==> src/pms_pkg.sv <==
package pms_pkg;

   localparam int ADDR_W = 8;
   localparam int DATA_W = 32;
   localparam int FREQ_W = 24;
   localparam int HIST_AW = 7;
   localparam int HIST_DEPTH = 128;
   localparam int NVM_WORDS = 4;

   localparam logic [7:0] OFS_CTRL = 8'h00;
   localparam logic [7:0] OFS_BW = 8'h04;
   localparam logic [7:0] OFS_HOLD = 8'h08;
   localparam logic [7:0] OFS_RAMP = 8'h0C;
   localparam logic [7:0] OFS_STATUS = 8'h10;

   localparam int CTRL_HARD_BIT = 0;
   localparam int CTRL_SOFT_BIT = 1;
   localparam int CTRL_FAST_BIT = 2;
   localparam int CTRL_RAMP_BIT = 3;
   localparam int CTRL_EXITBW_BIT = 4;
   localparam int CTRL_REFEXT_BIT = 5;
   localparam int BW_NORM_LSB = 0;
   localparam int BW_FAST_LSB = 4;
   localparam int BW_EXIT_LSB = 8;
   localparam int HOLD_WIN_LSB = 0;
   localparam int HOLD_DLY_LSB = 8;
   localparam int RAMP_RATE_LSB = 0;
   localparam int RAMP_PREDIV_LSB = 8;
   localparam int STAT_MODE_LSB = 0;
   localparam int STAT_LOCK_BIT = 3;
   localparam int STAT_INIT_BIT = 4;
   localparam int STAT_HOLD_BIT = 5;

   // Bandwidth codes: 0 is the narrowest normal setting, 15 the widest.
   localparam logic [3:0] BW_CODE_MIN = 4'h0;
   localparam logic [3:0] BW_CODE_MAX = 4'hF;
   localparam logic [3:0] BW_FAST_MIN = 4'h8;
   localparam logic [2:0] WIN_LOG2_MAX = 3'h6;

   typedef enum logic [2:0] {
      PMS_INIT,
      PMS_FREERUN,
      PMS_ACQUIRE,
      PMS_LOCKED,
      PMS_AVERAGE,
      PMS_HOLDOVER,
      PMS_RAMP
   } pms_mode_e;

   typedef struct packed {
      logic fast_en;
      logic ramp_en;
      logic exit_bw_sel;
      logic ref_ext;
      logic [3:0] bw_norm;
      logic [3:0] bw_fast;
      logic [3:0] bw_exit;
      logic [2:0] win_log2;
      logic [5:0] delay;
      logic [5:0] ramp_rate;
      logic [1:0] prediv;
   } pms_cfg_s;

   localparam pms_cfg_s CFG_RESET = '0;

endpackage

==> src/pms_hist_mem.sv <==
`timescale 1ns/100ps
module pms_hist_mem (
   input wire logic clk_i,
   input wire logic ce_i,
   input wire logic wr_i,
   input wire logic [pms_pkg::HIST_AW-1:0] waddr_i,
   input wire logic [pms_pkg::FREQ_W-1:0] wdata_i,
   input wire logic [pms_pkg::HIST_AW-1:0] raddr_i,
   output logic [pms_pkg::FREQ_W-1:0] rdata_o
);

   logic [pms_pkg::FREQ_W-1:0] mem [pms_pkg::HIST_DEPTH];

   // The array holds no reset so that it maps onto plain block memory.
   always_ff @(posedge clk_i)
   begin
      if (ce_i && wr_i)
      begin
         mem[waddr_i] <= wdata_i;
      end
   end

   always_ff @(posedge clk_i)
   begin
      if (ce_i)
      begin
         rdata_o <= mem[raddr_i];
      end
   end

endmodule

==> src/pms_sequencer.sv <==
`timescale 1ns/100ps
module pms_sequencer (
   input wire logic CLK_I,
   input wire logic SRST_I,
   input wire logic CE_I,
   input wire logic HARD_RESET_N_I,
   input wire logic [pms_pkg::ADDR_W-1:0] ADDR_I,
   input wire logic [pms_pkg::DATA_W-1:0] WDATA_I,
   input wire logic WR_I,
   input wire logic RD_I,
   output logic [pms_pkg::DATA_W-1:0] RDATA_O,
   output logic [1:0] NVM_ADDR_O,
   output logic NVM_RD_O,
   input wire logic [pms_pkg::DATA_W-1:0] NVM_DATA_I,
   input wire logic [3:0] IN_VALID_I,
   input wire logic SEL_VALID_I,
   input wire logic LOCK_DET_I,
   input wire logic HIST_TICK_I,
   input wire logic [pms_pkg::FREQ_W-1:0] FREQ_EST_I,
   output logic INIT_DONE_O,
   output logic CLK_OUT_EN_O,
   output logic LOCK_LOST_O,
   output logic [2:0] MODE_O,
   output logic [3:0] BW_CODE_O,
   output logic HOLD_ACTIVE_O,
   output logic [pms_pkg::FREQ_W-1:0] HOLD_FREQ_O,
   output logic [5:0] RAMP_RATE_O,
   output logic REF_EXT_O,
   output logic XTAL_CAP_EN_O,
   output logic [1:0] PREDIV_O
);

   function automatic pms_pkg::pms_cfg_s put_word(input pms_pkg::pms_cfg_s c,
                                                  input logic [1:0] idx,
                                                  input logic [pms_pkg::DATA_W-1:0] w);
      pms_pkg::pms_cfg_s r;
      r = c;
      case (idx)
         2'h0:
         begin
            r.fast_en = w[pms_pkg::CTRL_FAST_BIT];
            r.ramp_en = w[pms_pkg::CTRL_RAMP_BIT];
            r.exit_bw_sel = w[pms_pkg::CTRL_EXITBW_BIT];
            r.ref_ext = w[pms_pkg::CTRL_REFEXT_BIT];
         end
         2'h1:
         begin
            r.bw_norm = w[pms_pkg::BW_NORM_LSB +: 4];
            r.bw_fast = w[pms_pkg::BW_FAST_LSB +: 4];
            r.bw_exit = w[pms_pkg::BW_EXIT_LSB +: 4];
         end
         2'h2:
         begin
            r.win_log2 = w[pms_pkg::HOLD_WIN_LSB +: 3];
            r.delay = w[pms_pkg::HOLD_DLY_LSB +: 6];
         end
         default:
         begin
            r.ramp_rate = w[pms_pkg::RAMP_RATE_LSB +: 6];
            r.prediv = w[pms_pkg::RAMP_PREDIV_LSB +: 2];
         end
      endcase
      return r;
   endfunction

   function automatic logic [3:0] clamp_code(input logic [3:0] code, input logic [3:0] lo);
      return (code < lo) ? lo : code;
   endfunction

   logic rst_all;
   logic hard_pulse_reg;
   logic bus_open;
   pms_pkg::pms_mode_e mode_reg;
   pms_pkg::pms_mode_e mode_next;
   pms_pkg::pms_cfg_s pend_reg;
   pms_pkg::pms_cfg_s act_reg;
   logic [2:0] init_cnt_reg;
   logic [pms_pkg::DATA_W-1:0] rdata_reg;
   logic exit_reg;
   logic [pms_pkg::HIST_AW-1:0] wr_ptr_reg;
   logic [pms_pkg::HIST_AW-1:0] rd_addr;
   logic [pms_pkg::FREQ_W-1:0] hist_rdata;
   logic [7:0] avg_k_reg;
   logic [7:0] avg_len;
   logic [2:0] win_eff;
   logic avg_vld_reg;
   logic avg_done;
   logic [pms_pkg::FREQ_W+7:0] acc_reg;
   logic [pms_pkg::FREQ_W-1:0] freq_reg;
   logic [pms_pkg::FREQ_W-1:0] target_reg;
   logic [pms_pkg::FREQ_W-1:0] step;
   logic ramp_done;
   logic any_valid;

   // Hard reset is folded into the synchronous reset of every process.
   assign rst_all = SRST_I || !HARD_RESET_N_I || hard_pulse_reg;
   assign bus_open = (mode_reg != pms_pkg::PMS_INIT);
   assign any_valid = |IN_VALID_I;

   always_ff @(posedge CLK_I)
   begin
      if (rst_all)
      begin
         hard_pulse_reg <= 1'b0;
      end
      else if (CE_I)
      begin
         hard_pulse_reg <= bus_open && WR_I && (ADDR_I == pms_pkg::OFS_CTRL)
                           && WDATA_I[pms_pkg::CTRL_HARD_BIT];
      end
   end

   // Memory words are requested one per cycle and captured a cycle later.
   always_ff @(posedge CLK_I)
   begin
      if (rst_all)
      begin
         init_cnt_reg <= 3'h0;
      end
      else if (CE_I && mode_reg == pms_pkg::PMS_INIT)
      begin
         init_cnt_reg <= init_cnt_reg + 3'h1;
      end
   end

   assign NVM_RD_O = (mode_reg == pms_pkg::PMS_INIT) && (init_cnt_reg < 3'(pms_pkg::NVM_WORDS));
   assign NVM_ADDR_O = init_cnt_reg[1:0];

   always_ff @(posedge CLK_I)
   begin
      if (rst_all)
      begin
         pend_reg <= pms_pkg::CFG_RESET;
         act_reg <= pms_pkg::CFG_RESET;
      end
      else if (CE_I)
      begin
         if (mode_reg == pms_pkg::PMS_INIT && init_cnt_reg != 3'h0)
         begin
            pend_reg <= put_word(pend_reg, 2'(init_cnt_reg - 3'h1), NVM_DATA_I);
            act_reg <= put_word(act_reg, 2'(init_cnt_reg - 3'h1), NVM_DATA_I);
         end
         else if (bus_open && WR_I)
         begin
            // Writes only stage values; the loop sees them after a soft reset.
            case (ADDR_I)
               pms_pkg::OFS_CTRL:
               begin
                  pend_reg <= put_word(pend_reg, 2'h0, WDATA_I);
                  if (WDATA_I[pms_pkg::CTRL_SOFT_BIT])
                  begin
                     act_reg <= put_word(pend_reg, 2'h0, WDATA_I);
                  end
               end
               pms_pkg::OFS_BW: pend_reg <= put_word(pend_reg, 2'h1, WDATA_I);
               pms_pkg::OFS_HOLD: pend_reg <= put_word(pend_reg, 2'h2, WDATA_I);
               pms_pkg::OFS_RAMP: pend_reg <= put_word(pend_reg, 2'h3, WDATA_I);
               default: pend_reg <= pend_reg;
            endcase
         end
      end
   end

   always_ff @(posedge CLK_I)
   begin
      if (rst_all)
      begin
         rdata_reg <= '0;
      end
      else if (CE_I)
      begin
         rdata_reg <= '0;
         if (bus_open && RD_I)
         begin
            case (ADDR_I)
               pms_pkg::OFS_CTRL:
               begin
                  rdata_reg[pms_pkg::CTRL_FAST_BIT] <= pend_reg.fast_en;
                  rdata_reg[pms_pkg::CTRL_RAMP_BIT] <= pend_reg.ramp_en;
                  rdata_reg[pms_pkg::CTRL_EXITBW_BIT] <= pend_reg.exit_bw_sel;
                  rdata_reg[pms_pkg::CTRL_REFEXT_BIT] <= pend_reg.ref_ext;
               end
               pms_pkg::OFS_BW:
               begin
                  rdata_reg[pms_pkg::BW_NORM_LSB +: 4] <= pend_reg.bw_norm;
                  rdata_reg[pms_pkg::BW_FAST_LSB +: 4] <= pend_reg.bw_fast;
                  rdata_reg[pms_pkg::BW_EXIT_LSB +: 4] <= pend_reg.bw_exit;
               end
               pms_pkg::OFS_HOLD:
               begin
                  rdata_reg[pms_pkg::HOLD_WIN_LSB +: 3] <= pend_reg.win_log2;
                  rdata_reg[pms_pkg::HOLD_DLY_LSB +: 6] <= pend_reg.delay;
               end
               pms_pkg::OFS_RAMP:
               begin
                  rdata_reg[pms_pkg::RAMP_RATE_LSB +: 6] <= pend_reg.ramp_rate;
                  rdata_reg[pms_pkg::RAMP_PREDIV_LSB +: 2] <= pend_reg.prediv;
               end
               pms_pkg::OFS_STATUS:
               begin
                  rdata_reg[pms_pkg::STAT_MODE_LSB +: 3] <= mode_reg;
                  rdata_reg[pms_pkg::STAT_LOCK_BIT] <= (mode_reg == pms_pkg::PMS_LOCKED);
                  rdata_reg[pms_pkg::STAT_INIT_BIT] <= 1'b1;
                  rdata_reg[pms_pkg::STAT_HOLD_BIT] <= HOLD_ACTIVE_O;
               end
               default: rdata_reg <= '0;
            endcase
         end
      end
   end

   assign RDATA_O = rdata_reg;

   // A window wider than the clamp would overlap itself in the history ring.
   assign win_eff = (act_reg.win_log2 > pms_pkg::WIN_LOG2_MAX) ? pms_pkg::WIN_LOG2_MAX
                                                              : act_reg.win_log2;
   assign avg_len = 8'h01 << win_eff;
   assign avg_done = (mode_reg == pms_pkg::PMS_AVERAGE) && (avg_k_reg == avg_len) && !avg_vld_reg;
   assign step = pms_pkg::FREQ_W'(act_reg.ramp_rate) + 24'h00_0001;
   assign ramp_done = (freq_reg == target_reg);

   always_comb
   begin
      mode_next = mode_reg;
      case (mode_reg)
         pms_pkg::PMS_INIT:
            if (init_cnt_reg == 3'(pms_pkg::NVM_WORDS)) mode_next = pms_pkg::PMS_FREERUN;
         pms_pkg::PMS_FREERUN:
            if (any_valid) mode_next = pms_pkg::PMS_ACQUIRE;
         pms_pkg::PMS_ACQUIRE:
            if (LOCK_DET_I) mode_next = pms_pkg::PMS_LOCKED;
            else if (!any_valid) mode_next = pms_pkg::PMS_FREERUN;
         pms_pkg::PMS_LOCKED:
            if (!SEL_VALID_I && !any_valid) mode_next = pms_pkg::PMS_AVERAGE;
            else if (!LOCK_DET_I) mode_next = pms_pkg::PMS_ACQUIRE;
         pms_pkg::PMS_AVERAGE:
            if (avg_done) mode_next = pms_pkg::PMS_HOLDOVER;
         pms_pkg::PMS_HOLDOVER:
            if (any_valid)
               mode_next = act_reg.ramp_en ? pms_pkg::PMS_RAMP : pms_pkg::PMS_ACQUIRE;
         pms_pkg::PMS_RAMP:
            if (!any_valid) mode_next = pms_pkg::PMS_HOLDOVER;
            else if (ramp_done) mode_next = pms_pkg::PMS_ACQUIRE;
         default: mode_next = pms_pkg::PMS_INIT;
      endcase
   end

   always_ff @(posedge CLK_I)
   begin
      if (rst_all)
      begin
         mode_reg <= pms_pkg::PMS_INIT;
      end
      else if (CE_I)
      begin
         mode_reg <= mode_next;
      end
   end

   // Remembers that the current acquisition follows an unramped holdover exit.
   always_ff @(posedge CLK_I)
   begin
      if (rst_all)
      begin
         exit_reg <= 1'b0;
      end
      else if (CE_I)
      begin
         if (mode_reg == pms_pkg::PMS_HOLDOVER && mode_next == pms_pkg::PMS_ACQUIRE)
            exit_reg <= 1'b1;
         else if (mode_next != pms_pkg::PMS_ACQUIRE)
            exit_reg <= 1'b0;
      end
   end

   always_ff @(posedge CLK_I)
   begin
      if (rst_all)
      begin
         BW_CODE_O <= pms_pkg::BW_CODE_MIN;
      end
      else if (CE_I)
      begin
         if (mode_reg == pms_pkg::PMS_ACQUIRE && exit_reg && act_reg.exit_bw_sel)
            BW_CODE_O <= act_reg.bw_exit;
         else if (mode_reg == pms_pkg::PMS_ACQUIRE && !exit_reg && act_reg.fast_en)
            BW_CODE_O <= clamp_code(act_reg.bw_fast, pms_pkg::BW_FAST_MIN);
         else
            BW_CODE_O <= clamp_code(act_reg.bw_norm, pms_pkg::BW_CODE_MIN);
      end
   end

   always_ff @(posedge CLK_I)
   begin
      if (rst_all)
      begin
         wr_ptr_reg <= '0;
      end
      else if (CE_I && mode_reg == pms_pkg::PMS_LOCKED && HIST_TICK_I)
      begin
         wr_ptr_reg <= wr_ptr_reg + 7'h01;
      end
   end

   // Newest usable sample sits delay entries behind the last written one.
   assign rd_addr = wr_ptr_reg - 7'h01 - 7'(act_reg.delay) - avg_k_reg[6:0];

   pms_hist_mem u_hist (
      .clk_i(CLK_I),
      .ce_i(CE_I),
      .wr_i(mode_reg == pms_pkg::PMS_LOCKED && HIST_TICK_I),
      .waddr_i(wr_ptr_reg),
      .wdata_i(FREQ_EST_I),
      .raddr_i(rd_addr),
      .rdata_o(hist_rdata)
   );

   always_ff @(posedge CLK_I)
   begin
      if (rst_all)
      begin
         avg_k_reg <= 8'h00;
         avg_vld_reg <= 1'b0;
         acc_reg <= '0;
      end
      else if (CE_I)
      begin
         avg_vld_reg <= (mode_reg == pms_pkg::PMS_AVERAGE) && (avg_k_reg < avg_len);
         if (mode_reg != pms_pkg::PMS_AVERAGE)
         begin
            avg_k_reg <= 8'h00;
            acc_reg <= '0;
         end
         else
         begin
            if (avg_k_reg < avg_len)
               avg_k_reg <= avg_k_reg + 8'h01;
            if (avg_vld_reg)
               acc_reg <= acc_reg + {8'h00, hist_rdata};
         end
      end
   end

   always_ff @(posedge CLK_I)
   begin
      if (rst_all)
      begin
         freq_reg <= '0;
         target_reg <= '0;
      end
      else if (CE_I)
      begin
         if (avg_done)
            freq_reg <= pms_pkg::FREQ_W'(acc_reg >> win_eff);
         else if (mode_reg == pms_pkg::PMS_HOLDOVER && mode_next == pms_pkg::PMS_RAMP)
            target_reg <= FREQ_EST_I;
         else if (mode_reg == pms_pkg::PMS_RAMP && !ramp_done)
         begin
            // Fixed step per cycle keeps the slope linear; the last step is trimmed.
            if (target_reg > freq_reg)
               freq_reg <= (target_reg - freq_reg <= step) ? target_reg : freq_reg + step;
            else
               freq_reg <= (freq_reg - target_reg <= step) ? target_reg : freq_reg - step;
         end
      end
   end

   assign INIT_DONE_O = bus_open;
   assign CLK_OUT_EN_O = bus_open;
   assign LOCK_LOST_O = (mode_reg != pms_pkg::PMS_LOCKED);
   assign MODE_O = mode_reg;
   assign HOLD_ACTIVE_O = (mode_reg == pms_pkg::PMS_HOLDOVER) || (mode_reg == pms_pkg::PMS_RAMP);
   assign HOLD_FREQ_O = freq_reg;
   assign RAMP_RATE_O = act_reg.ramp_rate;
   assign REF_EXT_O = act_reg.ref_ext;
   assign XTAL_CAP_EN_O = !act_reg.ref_ext;
   assign PREDIV_O = act_reg.prediv;

endmodule

==> config.mk <==
export PLATFORM = sky130hd
export DESIGN_NAME = pms_sequencer
export DESIGN_NICKNAME = d
export VERILOG_FILES = /design/src/pms_pkg.sv /design/src/pms_hist_mem.sv /design/src/pms_sequencer.sv
export SDC_FILE = /design/constraint.sdc
export NUM_CORES = 2
export LEC_CHECK = 0
export BUFFER_PORTS_ARGS = -buffer_cell sky130_fd_sc_hd__buf_2
export CORE_MARGIN = 5
export CORE_UTILIZATION = 50
export CTS_CLUSTER_SIZE = 20
export DETAILED_ROUTE_END_ITERATION = 7
export GPL_TIMING_DRIVEN = 0
export PLACE_DENSITY = 0.68
export SYNTH_ARGS = -nofsm -noshare
export SYNTH_HDL_FRONTEND = slang
export SYNTH_SLANG_ARGS = --single-unit
==> constraint.sdc <==
create_clock -name CLK_I -period 3.9 [get_ports CLK_I]
set_input_delay 0.39 -clock CLK_I [delete_from_list [all_inputs] [get_ports CLK_I]]
set_output_delay 0.39 -clock CLK_I [all_outputs]
set_load 0.01 [all_outputs]
# [Word-level counts from Yosys, hierarchy flattened]
# Memories as Yosys holds them, arrays and structs flattened. A register that Yosys moved wholly into a read port is not among the register bits.
# Cells that the tools add are included.
[word_totals] reg_bits=206 ramBits=3072 input_bits=109 out_inout_bits=80 word_cells=200 n_memories=1
[mem_list] memory="u_hist.mem" words=128 width=24 rd=1 rd_ports_with_merged_regs=1 write_ports=1 line_no="pms_hist_mem.sv:12" rtl="logic [pms_pkg::FREQ_W-1:0] mem [pms_pkg::HIST_DEPTH];"
[classes] addsub=13 order_cmp=8 n_eq_ne=29 shift=2 n_mux=50 bitwise=1 reduce_logical=62
[ops] cell="$mux 33" n=6
[ops] cell="$mux 24" n=6
[ops] cell="$pmux 33 s4" n=1
[ops] cell="$mux 32" n=2
[ops] cell="$le 24x7->1" n=2
[ops] cell="$sub 24x24->24" n=2
[ops] cell="$mux 3" n=12
[ops] cell="$add 32x24->32" n=1
[ops] cell="$shr 32x3->24" n=1
[ops] cell="$reduce_and 7->1" n=4
[ops] cell="$add 24x7->24" n=1
[ops] cell="$eq 24x24->1" n=1
[ops] cell="$gt 24x24->1" n=1
[ops] cell="$mux 8" n=3
[ops] cell="$sub 24x7->24" n=1
[ops] cell="$logic_and 1x1->1" n=22
[ops] cell="$pmux 3 s7" n=1
[ops] cell="$mux 4" n=5
[ops] cell="$reduce_and 5->1" n=4
[ops] cell="$reduce_bool 2->1" n=10
[ops] cell="$eq 8x4->1 const B" n=2
[ops] cell="$eq 3x3->1 const B" n=5
[ops] cell="$mux 14" n=1
[ops] cell="$mux 12" n=1
[ops] cell="other kinds (44)" n=70

# [Longest topological paths before layout]
[logic_depth] word_depth=12 ltp_mapped=21

# [Hierarchy]
# From an unflattened synthesis, not the netlist that was laid out.
[hier_totals] hier_cells=6572 hier_area_um2=133047.6
[by_module_without_submodules] module="pms_hist_mem" n_inst=1 cells_each=4536 area_per_inst_um2=117634.1 seq_area_each_um2=92969.2
[by_module_without_submodules] module="pms_sequencer" n_inst=1 cells_each=2036 area_per_inst_um2=15413.5 seq_area_each_um2=3723.6

# [Least setup slack after synthesis]
# No wires, ideal clock.
[synth_path] path_type="reg2reg" from="reg freq_reg, in the netlist HOLD_FREQ_O[1]" to="reg freq_reg, in the netlist HOLD_FREQ_O[2]" t_arrival_ps=4178 required_time_ps=3786 path_slack_ps=-392 path_stages_with_launch=21 n_path_buf=2 synth_period_minus_slack_ps=4292 cell_sequence="dfxtp_1 > inv_1 > ha_1 > nor2b_1 > o31a_1 > o21a_1 > nor2_1 > xnor2_1 > ha_1 > nand4_1 > nor2_1 > a211oi_1 > o2111ai_1 > or4_1 > a2111oi_2 > nand2_1 > buf_6 > buf_6 > a311oi_2 > o22ai_1 > a21o_1"
[synth_via] elab_chain_len=8 word_cells_on_any_way=24 classes_between="4 x add/sub; 3 x order compare; 3 x eq/ne; 9 x mux; 5 x reduce/logical"
[synth_lines] element="start: declaration" line_no="pms_sequencer.sv:89" rtl="logic [pms_pkg::FREQ_W-1:0] freq_reg;"
[synth_lines] element="start signal: assignment" line_no="pms_sequencer.sv:354" rtl="freq_reg <= pms_pkg::FREQ_W'(acc_reg >> win_eff);"
[synth_lines] element="start signal: assignment" line_no="pms_sequencer.sv:361" rtl="freq_reg <= (target_reg - freq_reg <= step) ? target_reg : freq_reg + step;"
[synth_lines] element="start signal: assignment" line_no="pms_sequencer.sv:363" rtl="freq_reg <= (freq_reg - target_reg <= step) ? target_reg : freq_reg - step;"
[synth_lines] element="branches (longest 8 deep; another with $sub 24x24->24)"
# Several ways; the timed one is not identified. The select of a mux whose other input is x is not followed.
# A chain may end at the register's enable or synchronous reset.

# [Final worst setup path]
[layout_path] from="reg wr_ptr_reg[0] (netlist bit)" to="reg u_hist.rdata_o[21] (netlist bit) (read register of u_hist.mem), data pin"
[layout_via] elab_chain_len=3
[layout_lines] element="start: declaration" line_no="pms_sequencer.sv:80" rtl="logic [pms_pkg::HIST_AW-1:0] wr_ptr_reg;"
[layout_lines] element="start signal: assignment" line_no="pms_sequencer.sv:301" rtl="wr_ptr_reg <= wr_ptr_reg + 7'h01;"
[layout_lines] element="$sub 7x1->7" line_no="pms_sequencer.sv:306" rtl="assign rd_addr = wr_ptr_reg - 7'h01 - 7'(act_reg.delay) - avg_k_reg[6:0];"
[layout_lines] element="$sub 7x6->7" line_no="pms_sequencer.sv:306"
[layout_lines] element="$sub 7x7->7" line_no="pms_sequencer.sv:306"
[layout_lines] element="end: declaration" line_no="pms_hist_mem.sv:9" rtl="output logic [pms_pkg::FREQ_W-1:0] rdata_o"
# Every way passes these cells.

==> results.yml <==
run_status:
  status: "finished, violations left"
  failed_checks: "capacitance limit, setup timing"
setup_path:
  worstPathRequired_ns: 4.44
  r2r_end: "u_hist.rdata_o[21]$_DFFE_PP_"
  endpoint_kind: "flop"
  crit_type: "reg2reg"
  arrival_ns: 5.37
  critPathLaunchType: "flop"
  critPathMaxFanout: 5
  critPathLaunch: "wr_ptr_reg[0]$_SDFFE_PP0P_"
  rr_worst_depth: 17
  r2r_slack_ns: -0.93
  crit_path_end: "u_hist.rdata_o[21]$_DFFE_PP_"
  r2r_start: "wr_ptr_reg[0]$_SDFFE_PP0P_"
global_routing:
  grt_antenna_before_repair: 16
  grt_max_degree: 90
  grt_busiest_layer: "met2"
  grt_pass1_vias: 72100
  met2_usage: 0.424
  grt_usage: 0.267
  grt_use_met3: 0.0521
  grt_first_pass_wirelength_mm: 533
  grt_use_met1: 0.373
  grt-ovfl-total: 0
timing:
  tns_ns: -29.64
  period_minus_slack_ns: 4.83
  fin_skew_ns: 0.0841
  slew_violations: 0
  setup_violations: 73
  rsz0062_at_grt: "yes"
  worst_pin_slew_ns: 1.47
  maxSlewHeadroom: 0.0200
  clock.fmax_mhz: 207
  final_hold_viol_count: 0
  fin_ws_ns: -0.930
  post-route-period-util: 1.24
detailed_routing:
  wire_per_inst_um: 33.6
  drtIter0Drc: 10000
  drc: 0
  viasPerCell: 6.48
  first_pass_iters: 6
  num_vias: 73600
  antenna_left: 0
  wl_mm: 382
final_layout:
  nets: 7791
  syn2layout_area_growth_pct: 18.3
  layout-drive-gt1-share: 0.327
  largest_reg_flops: 3072
power_and_ir_drop:
  finalPower_w: 0.0717
  p_leak_nw: 51.8
  pwr_density_cell_nw_per_um2: 453
  ir_worst_vdd_uv: 426
cts:
  clk_pin_slew_worst_paths_ns: 0.06
  cts_max_level: 5
  clk_latency_ns: 0.91
  cts_root_buf: "clkbuf_16"
  cts_buffer_depth: 4
  cts_buffers: 336
  tritoncts: "done"
  cts.sinks: 3282
hold_path:
  hold_class: "in2reg"
floorplanning:
  start_util: 0.503
  fp.dieH_um: 527
  dieWidth_um: 527
  core_um2: 266000
  pin_count: 189
  dieArea_um2: 278000
  rows: 189
yosys:
  ys_warn_count: 0
  synth_top_family_by_area: "multiplexers"
  synthCells: 6727
  yosys-top-cells-area: "edfxtp_1, mux4_2, dfxtp_1"
  muxShareOfSynthArea: 0.179
  synth-xor-area-share: 0.00557
  seq_area_frac_synth: 0.724
  ys_seq_elements: 3282
  yosysTopAreaCell: "edfxtp_1"
  ys_types: 99
  syn_area_um2: 134000
  synth_simple_gate_area_share: 0.0289
  synth_top_area_share: 0.696
  synth_compound_area_frac: 0.0342
  synthAdderAreaFrac: 0.0129
  synth_async_sr_flop_share: 0
  synth-edff-count: 3096
  synth.avg_cell_area_um2: 19.9
  synth_flop_cell: "edfxtp_1"
placed_design:
  gp_congestion: 0.937
  hpwl_mm: 236
  port_buffers: 133
  dpl_worst_slack_ns: -2.99
run:
  maxCapViolCount: 1
-- routing by layer --
metal	wire (um)	share of wire
met1	144000	0.38
met2	181000	0.47
met3	39500	0.10
met4	17400	0.046
met5	7	0.000018
-- placed cells by master, fill, tap and decap left out, types with 43 or more instances in the layout --
cell / n
nor2_1: 252
ha_1: 112
nand3_1: 48
clkinv_1: 75
clkbuf_16: 355
inv_1: 104
buf_6: 50
buf_4: 152
a211oi_1: 67
o21ai_0: 97
mux4_2: 961
nor2_4: 171
nand2_1: 167
edfxtp_1: 3096
o211ai_1: 45
xnor2_1: 60
dfxtp_1: 158
buf_16: 52
clkbuf_4: 44
buf_12: 99
clkbuf_2: 57
mux2_2: 43
clkbuf_1: 162
clkinv_2: 60
a21oi_1: 185
mux2i_1: 121
buf_2: 136
-- metrics by stage --
stage / cells / hold WS [ns] / area, um2 / utilization
floorplan: 6744 / 0.440 / 134000 / -
global placement: 10400 / 0.466 / 139000 / 0.523
detailed placement: 10500 / 0.469 / 142000 / 0.536
CTS: 11300 / 0.00813 / 157000 / 0.590
global route: 11400 / 0.0363 / 158000 / 0.595
finish: 11400 / 0.0579 / 158000 / 0.595
-- final cells by class --
type	count	area (um2)
diodes	6	15.0
plain buffers	387	2870
clock buffers	412	8860
clock inverters	195	1920
fillers	18500	107000
inverters	115	443
multi-input cells	3001	37400
flip-flops and latches	3282	96800
well taps	3533	4420
repair buffers	428	5440
-- report_power, final --
| group | total, W | switching, W | internal [W] |
|---|---|---|---|
| sequential | 0.0385 | 0.00000935 | 0.0385 |
| combinational | 0.00129 | 0.000973 | 0.000320 |
| clock | 0.0319 | 0.0134 | 0.0184 |
-- synth_stat cells (21+ instances only) --
cell and number:
edfxtp_1 3096, mux4_2 961, nor2_1 390, clkbuf_1 246, a21oi_1 202, dfxtp_1 186, nand2_1 171, mux2i_1 153
o21ai_0 134, ha_1 120, inv_1 113, buf_1 97, a211oi_1 72, xnor2_1 66, mux2_2 63, nand3_1 59
o211ai_1 45, a21o_1 36, nor3_1 32, buf_4 31, a22oi_1 30, nand4_1 29, a31oi_1 26, and2_1 21
o21a_1 21
-- how the worst min path moves through the flow --
stage                                        endpoint  cells after the start                     start
after floorplan              act_reg[31]$_SDFFE_PP0P_                      2  act_reg[31]$_SDFFE_PP0P_
after global placement        RDATA_O[4]$_SDFFE_PP0P_                      2   RDATA_O[4]$_SDFFE_PP0P_
after detailed placement      RDATA_O[5]$_SDFFE_PP0P_                      2   RDATA_O[5]$_SDFFE_PP0P_
after CTS                   pend_reg[19]$_SDFFE_PP0P_                      4            NVM_DATA_I[10]
after global routing      hard_pulse_reg$_SDFFE_PP0P_                      3                 ADDR_I[3]
final                     hard_pulse_reg$_SDFFE_PP0P_                      3                 ADDR_I[3]
-- cells by family (layout without fill, tap and decap cells) --
family                   after synthesis  in the layout
AO/OA/AOI/OAI                        700            700
XOR/XNOR                              85             85
adder cells (fa/ha/maj)              131            131
buffers and inverters                511           1537
flip-flops                          3282           3282
multiplexers                        1179           1179
other                                  2             25
AND/OR/NAND/NOR                      837            887
-- critical path, stage by stage (launching register included) --
cell,delay (ns)
dfxtp_4,0.36
inv_4,0.11
ha_1,0.24
inv_1,0.06
ha_2,0.19
fa_2,0.47
buf_12,0.17
clkbuf_16,0.18
clkbuf_16,0.21
buf_4,0.16
buf_12,0.13
buf_12,0.13
buf_4,0.13
mux4_2,0.31
mux4_2,0.59
mux2_2,0.30
o211ai_1,0.54
o21ai_2,0.17
-- timing repair --
item / 4_1_cts / 5_1_grt
gates resized for setup: 662 / 205
cloned: 46 / 14
endpoints found under the hold margin: 391 / 0
endpoints found under the setup margin: 2198 / 588
hold buffers: 41 / 0
setup buffers: 95 / 51
pin swaps: 126 / 73
(Power assumes the default switching activity.)
